==> src/verilog/svtb_defines.svh <==
// Register offsets, field positions, reset values and default counts of the stream to video bridge
`ifndef SVTB_DEFINES_SVH
`define SVTB_DEFINES_SVH
`define SVTB_CTRL_OFS 32'h0000_0000
`define SVTB_STAT_OFS 32'h0000_0004
`define SVTB_LAG_OFS 32'h0000_0008
`define SVTB_LEVEL_OFS 32'h0000_000C
`define SVTB_CTRL_MASTER_BIT 0
`define SVTB_CTRL_RESET 1'b0
`define SVTB_STAT_LOCK_BIT 0
`define SVTB_STAT_OUTEN_BIT 1
`define SVTB_STAT_STATE_LSB 4
`define SVTB_FIFO_DEPTH 32
`define SVTB_HYST_LEVEL 12
`define SVTB_ROOM_MARGIN 2
`define SVTB_LOCK_FRAMES 4
`endif

==> src/verilog/svtb_pkg.sv <==
// Types shared by the stream to video bridge
package svtb_pkg;
   typedef enum logic [2:0] {
      SVTB_FLUSH,
      SVTB_COARSE,
      SVTB_FINE,
      SVTB_MATCHED,
      SVTB_LOCKED
   } svtb_state_e;
endpackage

==> src/verilog/svtb_bridge.sv <==
// Stream to video timing bridge: pixel FIFO, output synchronizer, data formatter, AHB-Lite registers
//
// How it works
// - Field bit is captured when the start-of-frame sample is accepted.
// - When locked, generator timing goes out with pixels read from the FIFO.
// - Pixel data and timing are registered before reaching the video port.
// - All video outputs stay low until lock is reported.
// - After lock, outputs start at the next rising edge of vertical blank.
// - Pixels pass a FIFO into the video timing domain, read by the synchronizer.
// - Tready is high while the FIFO has room, low only when nearly full.
// - Each tvalid and tready cycle writes the sample into the FIFO.
// - Slave mode gates FIFO reads and pauses the generator through its enable.
// - Master mode never pauses the generator, it only gates FIFO reads.
// - First FIFO read waits for the hysteresis fill level.
// - While running, alignment is checked; any discrepancy restarts initialization, except end-of-line ones during fine alignment.
// - Slave fine alignment adds generator lag when timing leads; master does not.
// - In slave fine alignment, timing end-of-line first pauses the generator until FIFO end-of-line is read or the FIFO runs empty.
// - During fine alignment, FIFO end-of-line first postpones the next FIFO read by one location.
// - Timing end-of-line comes from the fall of the active video input.
// - FIFO drains during the slave fine-alignment end-of-line pause so the end-of-line pixel gets out.
// - Lock after the threshold count of consecutive clean frames, four by default.
// - Once locked, any flag mismatch drops lock and restarts initialization.
// - Timing start-of-frame is the first active pixel after vertical sync.
// - Master mode buffers at once, reads after timing start-of-frame and hysteresis.
//
// Implementation choices: the address map and the AHB-Lite interface to the registers.
`timescale 1ns/100ps
`default_nettype none
`include "svtb_defines.svh"
module svtb_bridge
   import svtb_pkg::*;
#(
   parameter int DATA_W = 24,
   parameter int FIFO_DEPTH = `SVTB_FIFO_DEPTH,
   parameter int HYST_LEVEL = `SVTB_HYST_LEVEL,
   parameter int ROOM_MARGIN = `SVTB_ROOM_MARGIN,
   parameter int LOCK_FRAMES = `SVTB_LOCK_FRAMES
) (
   input wire logic core_clk_i,
   input wire logic sys_rst_i,
   input wire logic hsel_i,
   input wire logic [31:0] haddr_i,
   input wire logic [1:0] htrans_i,
   input wire logic hwrite_i,
   input wire logic [2:0] hsize_i,
   input wire logic [31:0] hwdata_i,
   input wire logic hready_i,
   output logic [31:0] hrdata_o,
   output logic hreadyout_o,
   output logic hresp_o,
   input wire logic [DATA_W-1:0] s_axis_tdata_i,
   input wire logic s_axis_tvalid_i,
   input wire logic s_axis_tuser_i,
   input wire logic s_axis_tlast_i,
   input wire logic field_id_i,
   output logic s_axis_tready_o,
   input wire logic vid_clk_i,
   input wire logic t_act_i,
   input wire logic t_hsync_i,
   input wire logic t_vsync_i,
   input wire logic t_hblank_i,
   input wire logic t_vblank_i,
   output logic gen_ce_o,
   output logic [DATA_W-1:0] vid_data_o,
   output logic vid_act_o,
   output logic vid_hsync_o,
   output logic vid_vsync_o,
   output logic vid_hblank_o,
   output logic vid_vblank_o,
   output logic vid_field_o,
   output logic locked_o
);
   localparam int AW = $clog2(FIFO_DEPTH);
   localparam int EW = DATA_W + 3;
   localparam int FW = $clog2(LOCK_FRAMES + 1);
   localparam int NS = 6;

   if (FIFO_DEPTH < 32 || (FIFO_DEPTH & (FIFO_DEPTH - 1)) != 0 || HYST_LEVEL < 1
       || HYST_LEVEL > FIFO_DEPTH - 16 || ROOM_MARGIN < 1 || ROOM_MARGIN > 16
       || LOCK_FRAMES < 1 || DATA_W < 1) begin : g_bad_params
      $error("svtb_bridge: unsupported parameter values");
   end

   // Stream side runs on core_clk_i; the pixel clock is sampled, so the FIFO read side follows its edges
   logic [NS-1:0] sync_in;
   logic [NS-1:0] meta;
   logic [NS-1:0] synced;
   assign sync_in = {vid_clk_i, t_act_i, t_hsync_i, t_vsync_i, t_hblank_i, t_vblank_i};
   genvar gi;
   for (gi = 0; gi < NS; gi++) begin : g_sync
      always_ff @(posedge core_clk_i) begin
         if (sys_rst_i) begin
            meta[gi] <= 1'b0;
            synced[gi] <= 1'b0;
         end else begin
            meta[gi] <= sync_in[gi];
            synced[gi] <= meta[gi];
         end
      end
   end

   logic t_act;
   logic t_hsync;
   logic t_vsync;
   logic t_hblank;
   logic t_vblank;
   logic vclk_d;
   logic pix;
   assign t_act = synced[4];
   assign t_hsync = synced[3];
   assign t_vsync = synced[2];
   assign t_hblank = synced[1];
   assign t_vblank = synced[0];
   assign pix = synced[5] & ~vclk_d;

   always_ff @(posedge core_clk_i) begin
      if (sys_rst_i) begin
         vclk_d <= 1'b0;
      end else begin
         vclk_d <= synced[5];
      end
   end

   // Timing-side flags, sampled once per pixel
   logic act_d;
   logic vblank_d;
   logic vs_seen;
   logic t_eol_now;
   logic t_sof_now;
   logic vblank_rise;
   assign t_eol_now = pix & act_d & ~t_act;
   assign t_sof_now = pix & t_act & ~act_d & vs_seen;
   assign vblank_rise = pix & t_vblank & ~vblank_d;

   always_ff @(posedge core_clk_i) begin
      if (sys_rst_i) begin
         act_d <= 1'b0;
         vblank_d <= 1'b0;
         vs_seen <= 1'b0;
      end else if (pix) begin
         act_d <= t_act;
         vblank_d <= t_vblank;
         if (t_vsync) begin
            vs_seen <= 1'b1;
         end else if (t_sof_now) begin
            vs_seen <= 1'b0;
         end
      end
   end

   // Pixel FIFO: entry is {field, sof, eol, data}
   logic [EW-1:0] mem [FIFO_DEPTH];
   logic [AW-1:0] wr_ptr;
   logic [AW-1:0] rd_ptr;
   logic [AW:0] level;
   logic [EW-1:0] head;
   logic fid_cap;
   logic entry_fid;
   logic wr_en;
   logic rd_en;
   logic drop;
   logic pop;
   logic fifo_empty;
   logic head_sof;
   logic head_eol;
   assign s_axis_tready_o = level < (AW+1)'(FIFO_DEPTH - ROOM_MARGIN);
   assign wr_en = s_axis_tvalid_i & s_axis_tready_o;
   assign entry_fid = s_axis_tuser_i ? field_id_i : fid_cap;
   assign fifo_empty = level == '0;
   assign head = mem[rd_ptr];
   assign head_sof = head[DATA_W+1];
   assign head_eol = head[DATA_W];
   assign pop = (rd_en | drop) & ~fifo_empty;

   always_ff @(posedge core_clk_i) begin
      if (sys_rst_i) begin
         fid_cap <= 1'b0;
      end else if (wr_en && s_axis_tuser_i) begin
         fid_cap <= field_id_i;
      end
   end

   always_ff @(posedge core_clk_i) begin
      if (wr_en) begin
         mem[wr_ptr] <= {entry_fid, s_axis_tuser_i, s_axis_tlast_i, s_axis_tdata_i};
      end
   end

   always_ff @(posedge core_clk_i) begin
      if (sys_rst_i) begin
         wr_ptr <= '0;
         rd_ptr <= '0;
         level <= '0;
      end else begin
         if (wr_en) begin
            wr_ptr <= AW'(wr_ptr + 1'b1);
         end
         if (pop) begin
            rd_ptr <= AW'(rd_ptr + 1'b1);
         end
         level <= (AW+1)'(level + {{AW{1'b0}}, wr_en} - {{AW{1'b0}}, pop});
      end
   end

   // Registers
   logic master_mode;
   logic [15:0] lag_cnt;
   logic out_en;
   svtb_state_e state_q;
   svtb_state_e next_state;

   // Synchronizer read and check terms
   logic running;
   logic ready_fifo;
   logic start;
   logic rd_norm;
   logic rd_flush;
   logic skip;
   logic eol_pend;
   logic pause_eol;
   logic hold_sof;
   logic eol_ahead_t;
   logic eol_ahead_f;
   logic mismatch;
   logic mode_chg;
   logic [FW-1:0] frame_cnt;
   assign running = state_q inside {SVTB_FINE, SVTB_MATCHED, SVTB_LOCKED};
   assign ready_fifo = ~fifo_empty & head_sof & (level >= (AW+1)'(HYST_LEVEL));
   // Master waits for a real timing start-of-frame; slave may hold the generator there instead
   assign start = pix & (state_q == SVTB_COARSE) & (t_sof_now | hold_sof) & ready_fifo;
   assign rd_norm = pix & running & t_act & ~skip;
   assign rd_flush = pix & pause_eol;
   assign rd_en = start | rd_norm | rd_flush;
   // Flush in either mode drops samples until a frame start heads the FIFO; coarse alignment then buffers and can apply back pressure
   assign drop = (state_q == SVTB_FLUSH) & ~head_sof;
   assign eol_ahead_t = running & t_eol_now & ~eol_pend;
   assign eol_ahead_f = running & pix & eol_pend & t_act;
   assign mismatch = (rd_norm & (fifo_empty | (head_sof != t_sof_now)))
                     | (running & t_sof_now & ~rd_norm)
                     | ((state_q != SVTB_FINE) & (eol_ahead_t | eol_ahead_f));

   always_comb begin
      next_state = state_q;
      unique case (state_q)
         SVTB_FLUSH: begin
            if (~fifo_empty && head_sof) begin
               next_state = SVTB_COARSE;
            end
         end
         SVTB_COARSE: begin
            if (start) begin
               next_state = SVTB_FINE;
            end
         end
         SVTB_FINE: begin
            if (mismatch) begin
               next_state = SVTB_FLUSH;
            end else if (t_sof_now) begin
               next_state = SVTB_MATCHED;
            end
         end
         SVTB_MATCHED: begin
            if (mismatch) begin
               next_state = SVTB_FLUSH;
            end else if (t_sof_now && frame_cnt == FW'(LOCK_FRAMES - 1)) begin
               next_state = SVTB_LOCKED;
            end
         end
         SVTB_LOCKED: begin
            if (mismatch) begin
               next_state = SVTB_FLUSH;
            end
         end
      endcase
      if (mode_chg) begin
         next_state = SVTB_FLUSH;
      end
   end

   always_ff @(posedge core_clk_i) begin
      if (sys_rst_i) begin
         state_q <= SVTB_FLUSH;
         frame_cnt <= '0;
      end else begin
         state_q <= next_state;
         if (state_q != SVTB_MATCHED) begin
            frame_cnt <= '0;
         end else if (t_sof_now) begin
            frame_cnt <= FW'(frame_cnt + 1'b1);
         end
      end
   end

   // End-of-line bookkeeping; a read of the eol sample wins over the timing clear
   always_ff @(posedge core_clk_i) begin
      if (sys_rst_i || !running) begin
         eol_pend <= 1'b0;
      end else if ((rd_norm || start) && !fifo_empty && head_eol) begin
         eol_pend <= 1'b1;
      end else if (t_eol_now) begin
         eol_pend <= 1'b0;
      end
   end

   always_ff @(posedge core_clk_i) begin
      if (sys_rst_i || !running) begin
         skip <= 1'b0;
      end else if (state_q == SVTB_FINE && eol_ahead_f) begin
         skip <= 1'b1;
      end else if (pix && t_act) begin
         skip <= 1'b0;
      end
   end

   always_ff @(posedge core_clk_i) begin
      if (sys_rst_i || state_q != SVTB_FINE || master_mode) begin
         pause_eol <= 1'b0;
      end else if (eol_ahead_t) begin
         pause_eol <= 1'b1;
      end else if (rd_flush && (fifo_empty || head_eol)) begin
         pause_eol <= 1'b0;
      end
   end

   always_ff @(posedge core_clk_i) begin
      if (sys_rst_i || state_q != SVTB_COARSE || master_mode || start) begin
         hold_sof <= 1'b0;
      end else if (t_sof_now && !ready_fifo) begin
         hold_sof <= 1'b1;
      end
   end

   always_ff @(posedge core_clk_i) begin
      if (sys_rst_i) begin
         gen_ce_o <= 1'b1;
      end else begin
         gen_ce_o <= master_mode | ~(pause_eol | hold_sof);
      end
   end

   // Lag gained by pausing the generator; useful for sizing the FIFO
   always_ff @(posedge core_clk_i) begin
      if (sys_rst_i || state_q == SVTB_FLUSH) begin
         lag_cnt <= '0;
      end else if (pix && !gen_ce_o) begin
         lag_cnt <= 16'(lag_cnt + 1'b1);
      end
   end

   assign locked_o = state_q == SVTB_LOCKED;

   // Data formatter
   logic field_r;
   logic field_now;
   assign field_now = (rd_en && !fifo_empty) ? head[DATA_W+2] : field_r;

   always_ff @(posedge core_clk_i) begin
      if (sys_rst_i || !locked_o) begin
         out_en <= 1'b0;
      end else if (vblank_rise) begin
         out_en <= 1'b1;
      end
   end

   always_ff @(posedge core_clk_i) begin
      if (sys_rst_i) begin
         field_r <= 1'b0;
      end else if (pix) begin
         field_r <= field_now;
      end
   end

   always_ff @(posedge core_clk_i) begin
      if (sys_rst_i) begin
         vid_data_o <= '0;
         vid_act_o <= 1'b0;
         vid_hsync_o <= 1'b0;
         vid_vsync_o <= 1'b0;
         vid_hblank_o <= 1'b0;
         vid_vblank_o <= 1'b0;
         vid_field_o <= 1'b0;
      end else if (pix) begin
         vid_data_o <= (out_en && rd_en && !fifo_empty) ? head[DATA_W-1:0] : '0;
         vid_act_o <= out_en & t_act;
         vid_hsync_o <= out_en & t_hsync;
         vid_vsync_o <= out_en & t_vsync;
         vid_hblank_o <= out_en & t_hblank;
         vid_vblank_o <= out_en & t_vblank;
         vid_field_o <= out_en & field_now;
      end
   end

   // AHB-Lite slave, zero wait states, always OKAY
   logic ap_wr;
   logic [31:0] ap_addr;
   logic ap_valid;
   logic ctrl_view;
   assign ap_valid = hsel_i & htrans_i[1] & hready_i;
   assign hreadyout_o = 1'b1;
   assign hresp_o = 1'b0;
   assign mode_chg = ap_wr & (ap_addr == `SVTB_CTRL_OFS) & (hwdata_i[`SVTB_CTRL_MASTER_BIT] != master_mode);
   // A read right behind a control write sees the new value
   assign ctrl_view = (ap_wr && ap_addr == `SVTB_CTRL_OFS) ? hwdata_i[`SVTB_CTRL_MASTER_BIT] : master_mode;

   always_ff @(posedge core_clk_i) begin
      if (sys_rst_i) begin
         ap_wr <= 1'b0;
         ap_addr <= '0;
      end else begin
         ap_wr <= ap_valid & hwrite_i;
         ap_addr <= haddr_i;
      end
   end

   always_ff @(posedge core_clk_i) begin
      if (sys_rst_i) begin
         master_mode <= `SVTB_CTRL_RESET;
      end else if (ap_wr && ap_addr == `SVTB_CTRL_OFS) begin
         master_mode <= hwdata_i[`SVTB_CTRL_MASTER_BIT];
      end
   end

   always_ff @(posedge core_clk_i) begin
      if (sys_rst_i) begin
         hrdata_o <= '0;
      end else if (ap_valid && !hwrite_i) begin
         hrdata_o <= '0;
         unique case (haddr_i)
            `SVTB_CTRL_OFS: hrdata_o[`SVTB_CTRL_MASTER_BIT] <= ctrl_view;
            `SVTB_STAT_OFS: begin
               hrdata_o[`SVTB_STAT_LOCK_BIT] <= locked_o;
               hrdata_o[`SVTB_STAT_OUTEN_BIT] <= out_en;
               hrdata_o[`SVTB_STAT_STATE_LSB+:3] <= state_q;
            end
            `SVTB_LAG_OFS: hrdata_o[15:0] <= lag_cnt;
            `SVTB_LEVEL_OFS: hrdata_o[AW:0] <= level;
            default: hrdata_o <= '0;
         endcase
      end
   end
endmodule
`default_nettype wire

==> config.mk <==
export PLATFORM = sky130hd
export DESIGN_NAME = svtb_bridge
export DESIGN_NICKNAME = d
export VERILOG_FILES = /design/src/verilog/svtb_pkg.sv /design/src/verilog/svtb_bridge.sv
export VERILOG_INCLUDE_DIRS = /design/src /design/src/verilog
export SDC_FILE = /design/constraint.sdc
export NUM_CORES = 1
export LEC_CHECK = 0
export BUFFER_PORTS_ARGS = -buffer_cell sky130_fd_sc_hd__buf_2
export CAP_MARGIN = 15
export CORE_MARGIN = 2
export CORE_UTILIZATION = 35
export CTS_CLUSTER_SIZE = 20
export DETAILED_ROUTE_END_ITERATION = 6
export PLACE_DENSITY = 0.57
export SETUP_SLACK_MARGIN = 0.05
export SYNTH_ARGS = -nofsm -noshare
export SYNTH_HDL_FRONTEND = slang
export SYNTH_SLANG_ARGS = --single-unit
==> constraint.sdc <==
create_clock -name core_clk_i -period 6.6 [get_ports core_clk_i]
set_input_delay 1.32 -clock core_clk_i [delete_from_list [all_inputs] [get_ports core_clk_i]]
set_output_delay 1.32 -clock core_clk_i [all_outputs]
set_load 0.02 [all_outputs]
==> results_dict.tcl <==
set metrics [dict create \
    ys_types 61 \
    antenna_left 0 \
    drc 0 \
    ios 175 \
    p_per_area_nw_per_um2 335 \
    dr_total_vias 19300 \
    die_y_um 337 \
    avgViaCountPerCell 5.20 \
    async_flop_share 0 \
    fin_nets 2258 \
    finalSetupViolCount 0 \
    internal_power_mw 11.4 \
    synth_warnings 0 \
    antenna_cells 0 \
    postSynthAreaPerCell_um2 19.9 \
    finalWirelength_um 92300 \
    cts_tree "built" \
    yosys_register_bits 1011 \
    tns_ns 0 \
    rows 122 \
    vdd_drop_max_v 0.000297 \
    cts_hold_buffers 0 \
    fp.dieArea_um2 114000 \
    worstMarginPinSlew_ns 1.19 \
    switching_share 0.240 \
    path_class "reg -> reg" \
    synth_commonest_cells "edfxtp_1, mux4_2, dfxtp_1, nor2_1, nand2_1" \
    pwr-share-comb 0.137 \
    rsz0062_at_grt "false" \
    status "completed" \
    finalHoldViolations 0 \
    cp_max_fo 44 \
    grt_max_degree 106 \
    clkLatencyLatePin_ns 0.69 \
    first_global_vias 19600 \
    synthTopCellsByArea "edfxtp_1, mux4_2, dfxtp_1, mux2i_1, nor2_1" \
    root_buffer "clkbuf_16" \
    ys_seq_area_frac 0.745 \
    routabilityCongestion 0.785 \
    coreArea_um2 110000 \
    fin_ws_ns 2.43 \
    yosysMostFrequentCell "edfxtp_1" \
    slew_headroom 0.209 \
    cts.clk_slew.worst_paths_ns 0.06 \
    utilization 0.406 \
    grt_remaining_overflow 0 \
    fmax_mhz 240 \
    netlist.area_leader.share 0.669 \
    final.period_utilization 0.632 \
    clock_sinks 1011 \
    start_kind "flop" \
    period_needed_ns 4.17 \
    p_leak_nw 13.9 \
    drt_iter0_markers 1843 \
    power.share.clock 0.385 \
    hpwl_um 52000 \
    portBuffers 121 \
    cts_buffers 103 \
    holdCritPathClass "reg -> reg" \
    htreeDepth 3 \
    synth_area_um2 38800 \
    cap_viol_max_count 0 \
    place_ws_ns 2.31 \
    cp.required_ns 7.09 \
    grt_pass1_wl_um 133000 \
    syn2layout_area_growth_pct 15.4 \
    antenna_found_initial 4 \
    wl_per_cell_um 24.9 \
    yosys.area.top_type "edfxtp_1" \
    synth-edff-count 864 \
    clk_path_buf_depth 3 \
    start_util 0.352 \
    r2r_cells 17 \
    endpoint_kind "flop" \
    p_sw_mw 3.61 \
    drtPass1Iterations 5 \
    p_seq_frac 0.478 \
    ctsResizeCount 0 \
    die_w_um 337 \
    arrival_ns 4.66 \
    ys.flop_type "edfxtp_1" \
    drv_slew 0 \
    holdCritStartpoint "meta[4]" \
    clock_skew_ns 0.0543 \
    grtUsageTotal 0.162 \
    post-cts-setup-buffers 0 \
    whs_path_depth 1 \
    drive_gt1_frac 0.289 \
    syn_inst 1949 \
]
[flip-flops by register name, indices dropped and copies added (netlist names), 3 cells and up, named ones only]
signal,flops
hrdata_o,16
frame_cnt,3
wr_ptr,5
meta,6
vid_data_o,24
ap_addr,32
mem,864
rd_ptr,5
state_q,3
level,6
lag_cnt,16
[placed cells by master (no fill, tap or decap), types with 4 or more instances in the layout]
cell type / instances
a21oi_1: 40
a22oi_1: 17
buf_2: 120
buf_4: 51
bufinv_16: 7
clkbuf_1: 31
clkbuf_16: 105
clkbuf_8: 11
clkinv_1: 9
clkinv_2: 17
conb_1: 18
dfxtp_1: 142
dfxtp_4: 4
edfxtp_1: 864
ha_1: 20
inv_1: 18
mux2_2: 6
mux2i_1: 47
mux4_2: 260
nand2_1: 74
nand2b_1: 6
nand3_1: 17
nand3b_1: 5
nand4_1: 12
nor2_1: 72
nor2_4: 25
nor2b_1: 53
nor3_1: 9
nor3_2: 4
nor4_1: 14
o21ai_0: 19
o21ai_1: 22
or3_1: 5
xnor2_1: 7
xor2_1: 14
[path summary, 6_finish.rpt]
path / endpoint / slack, ns
hold / removal: t_act / 0.45
hold reg to reg: t_act / 0.45
setup / recovery: level[4] / 2.43
setup reg to reg: level[4] / 2.43
[routing by layer]
metal  GRT usage  share of wire  vias to the layer above
met5           0        0.00026                        -
met4      0.0525          0.031                        4
met3      0.0355          0.064                      168
met2       0.265           0.48                      648
met1       0.216           0.42                    10200
li1            -              -                     8227
[worst max-delay path: stages (launching register included)]
cell     delay, ns
dfxtp_4       0.92
nor2b_1       0.36
a22oi_1       0.13
and3_1        0.19
a31oi_1       0.38
nand3_1       0.20
a31oi_4       0.34
ha_1          0.29
inv_1         0.05
ha_1          0.16
inv_1         0.07
fa_1          0.43
inv_1         0.08
a21oi_1       0.06
nor2_1        0.09
nor2_1        0.06
xor2_1        0.13
nor2_1        0.05
[final cells by class]
cell class,instances,area [um^2]
clock buffers,148,2900
clock inverters,43,488
well taps,1488,1860
multi-input cells,822,9540
fillers,9792,65600
flip-flops and latches,1011,28900
inverters,18,67.6
repair buffers,173,1030
[through the flow]
| step | cell area, um^2 | hold slack, ns | cells | total power, mW |
|---|---|---|---|---|
| 2_1_floorplan | 38900 | 0.414 | 1965 | 8.83 |
| 3_3_place_gp | 41400 | 0.430 | 3511 | 9.38 |
| 3_5_place_dp | 41400 | 0.428 | 3511 | 9.42 |
| 4_1_cts | 44800 | 0.454 | 3702 | 15.2 |
| 5_1_grt | 44800 | 0.463 | 3703 | 15.6 |
| 6_report | 44800 | 0.446 | 3703 | 15.0 |
[power groups by stage]
stage               registers, mW  clock network [mW]  logic, mW
floorplan                    7.22                   0       1.61
global placement             7.31                   0       2.07
detailed placement           7.32                   0       2.09
CTS                          7.19                5.90       2.10
global route                 7.20                6.14       2.22
finish                       7.18                5.78       2.06
[cells by family after synthesis]
logic type / after synthesis / share of synthesized area
other: 2 / 0.000194
XOR/XNOR: 21 / 0.00474
AO/OA/AOI/OAI: 126 / 0.0200
AND/OR/NAND/NOR: 321 / 0.0411
adder cells (fa/ha/maj): 21 / 0.00697
flip-flops: 1011 / 0.745
buffers and inverters: 132 / 0.0171
multiplexers: 315 / 0.165
Power figures use the tool's default switching activity.
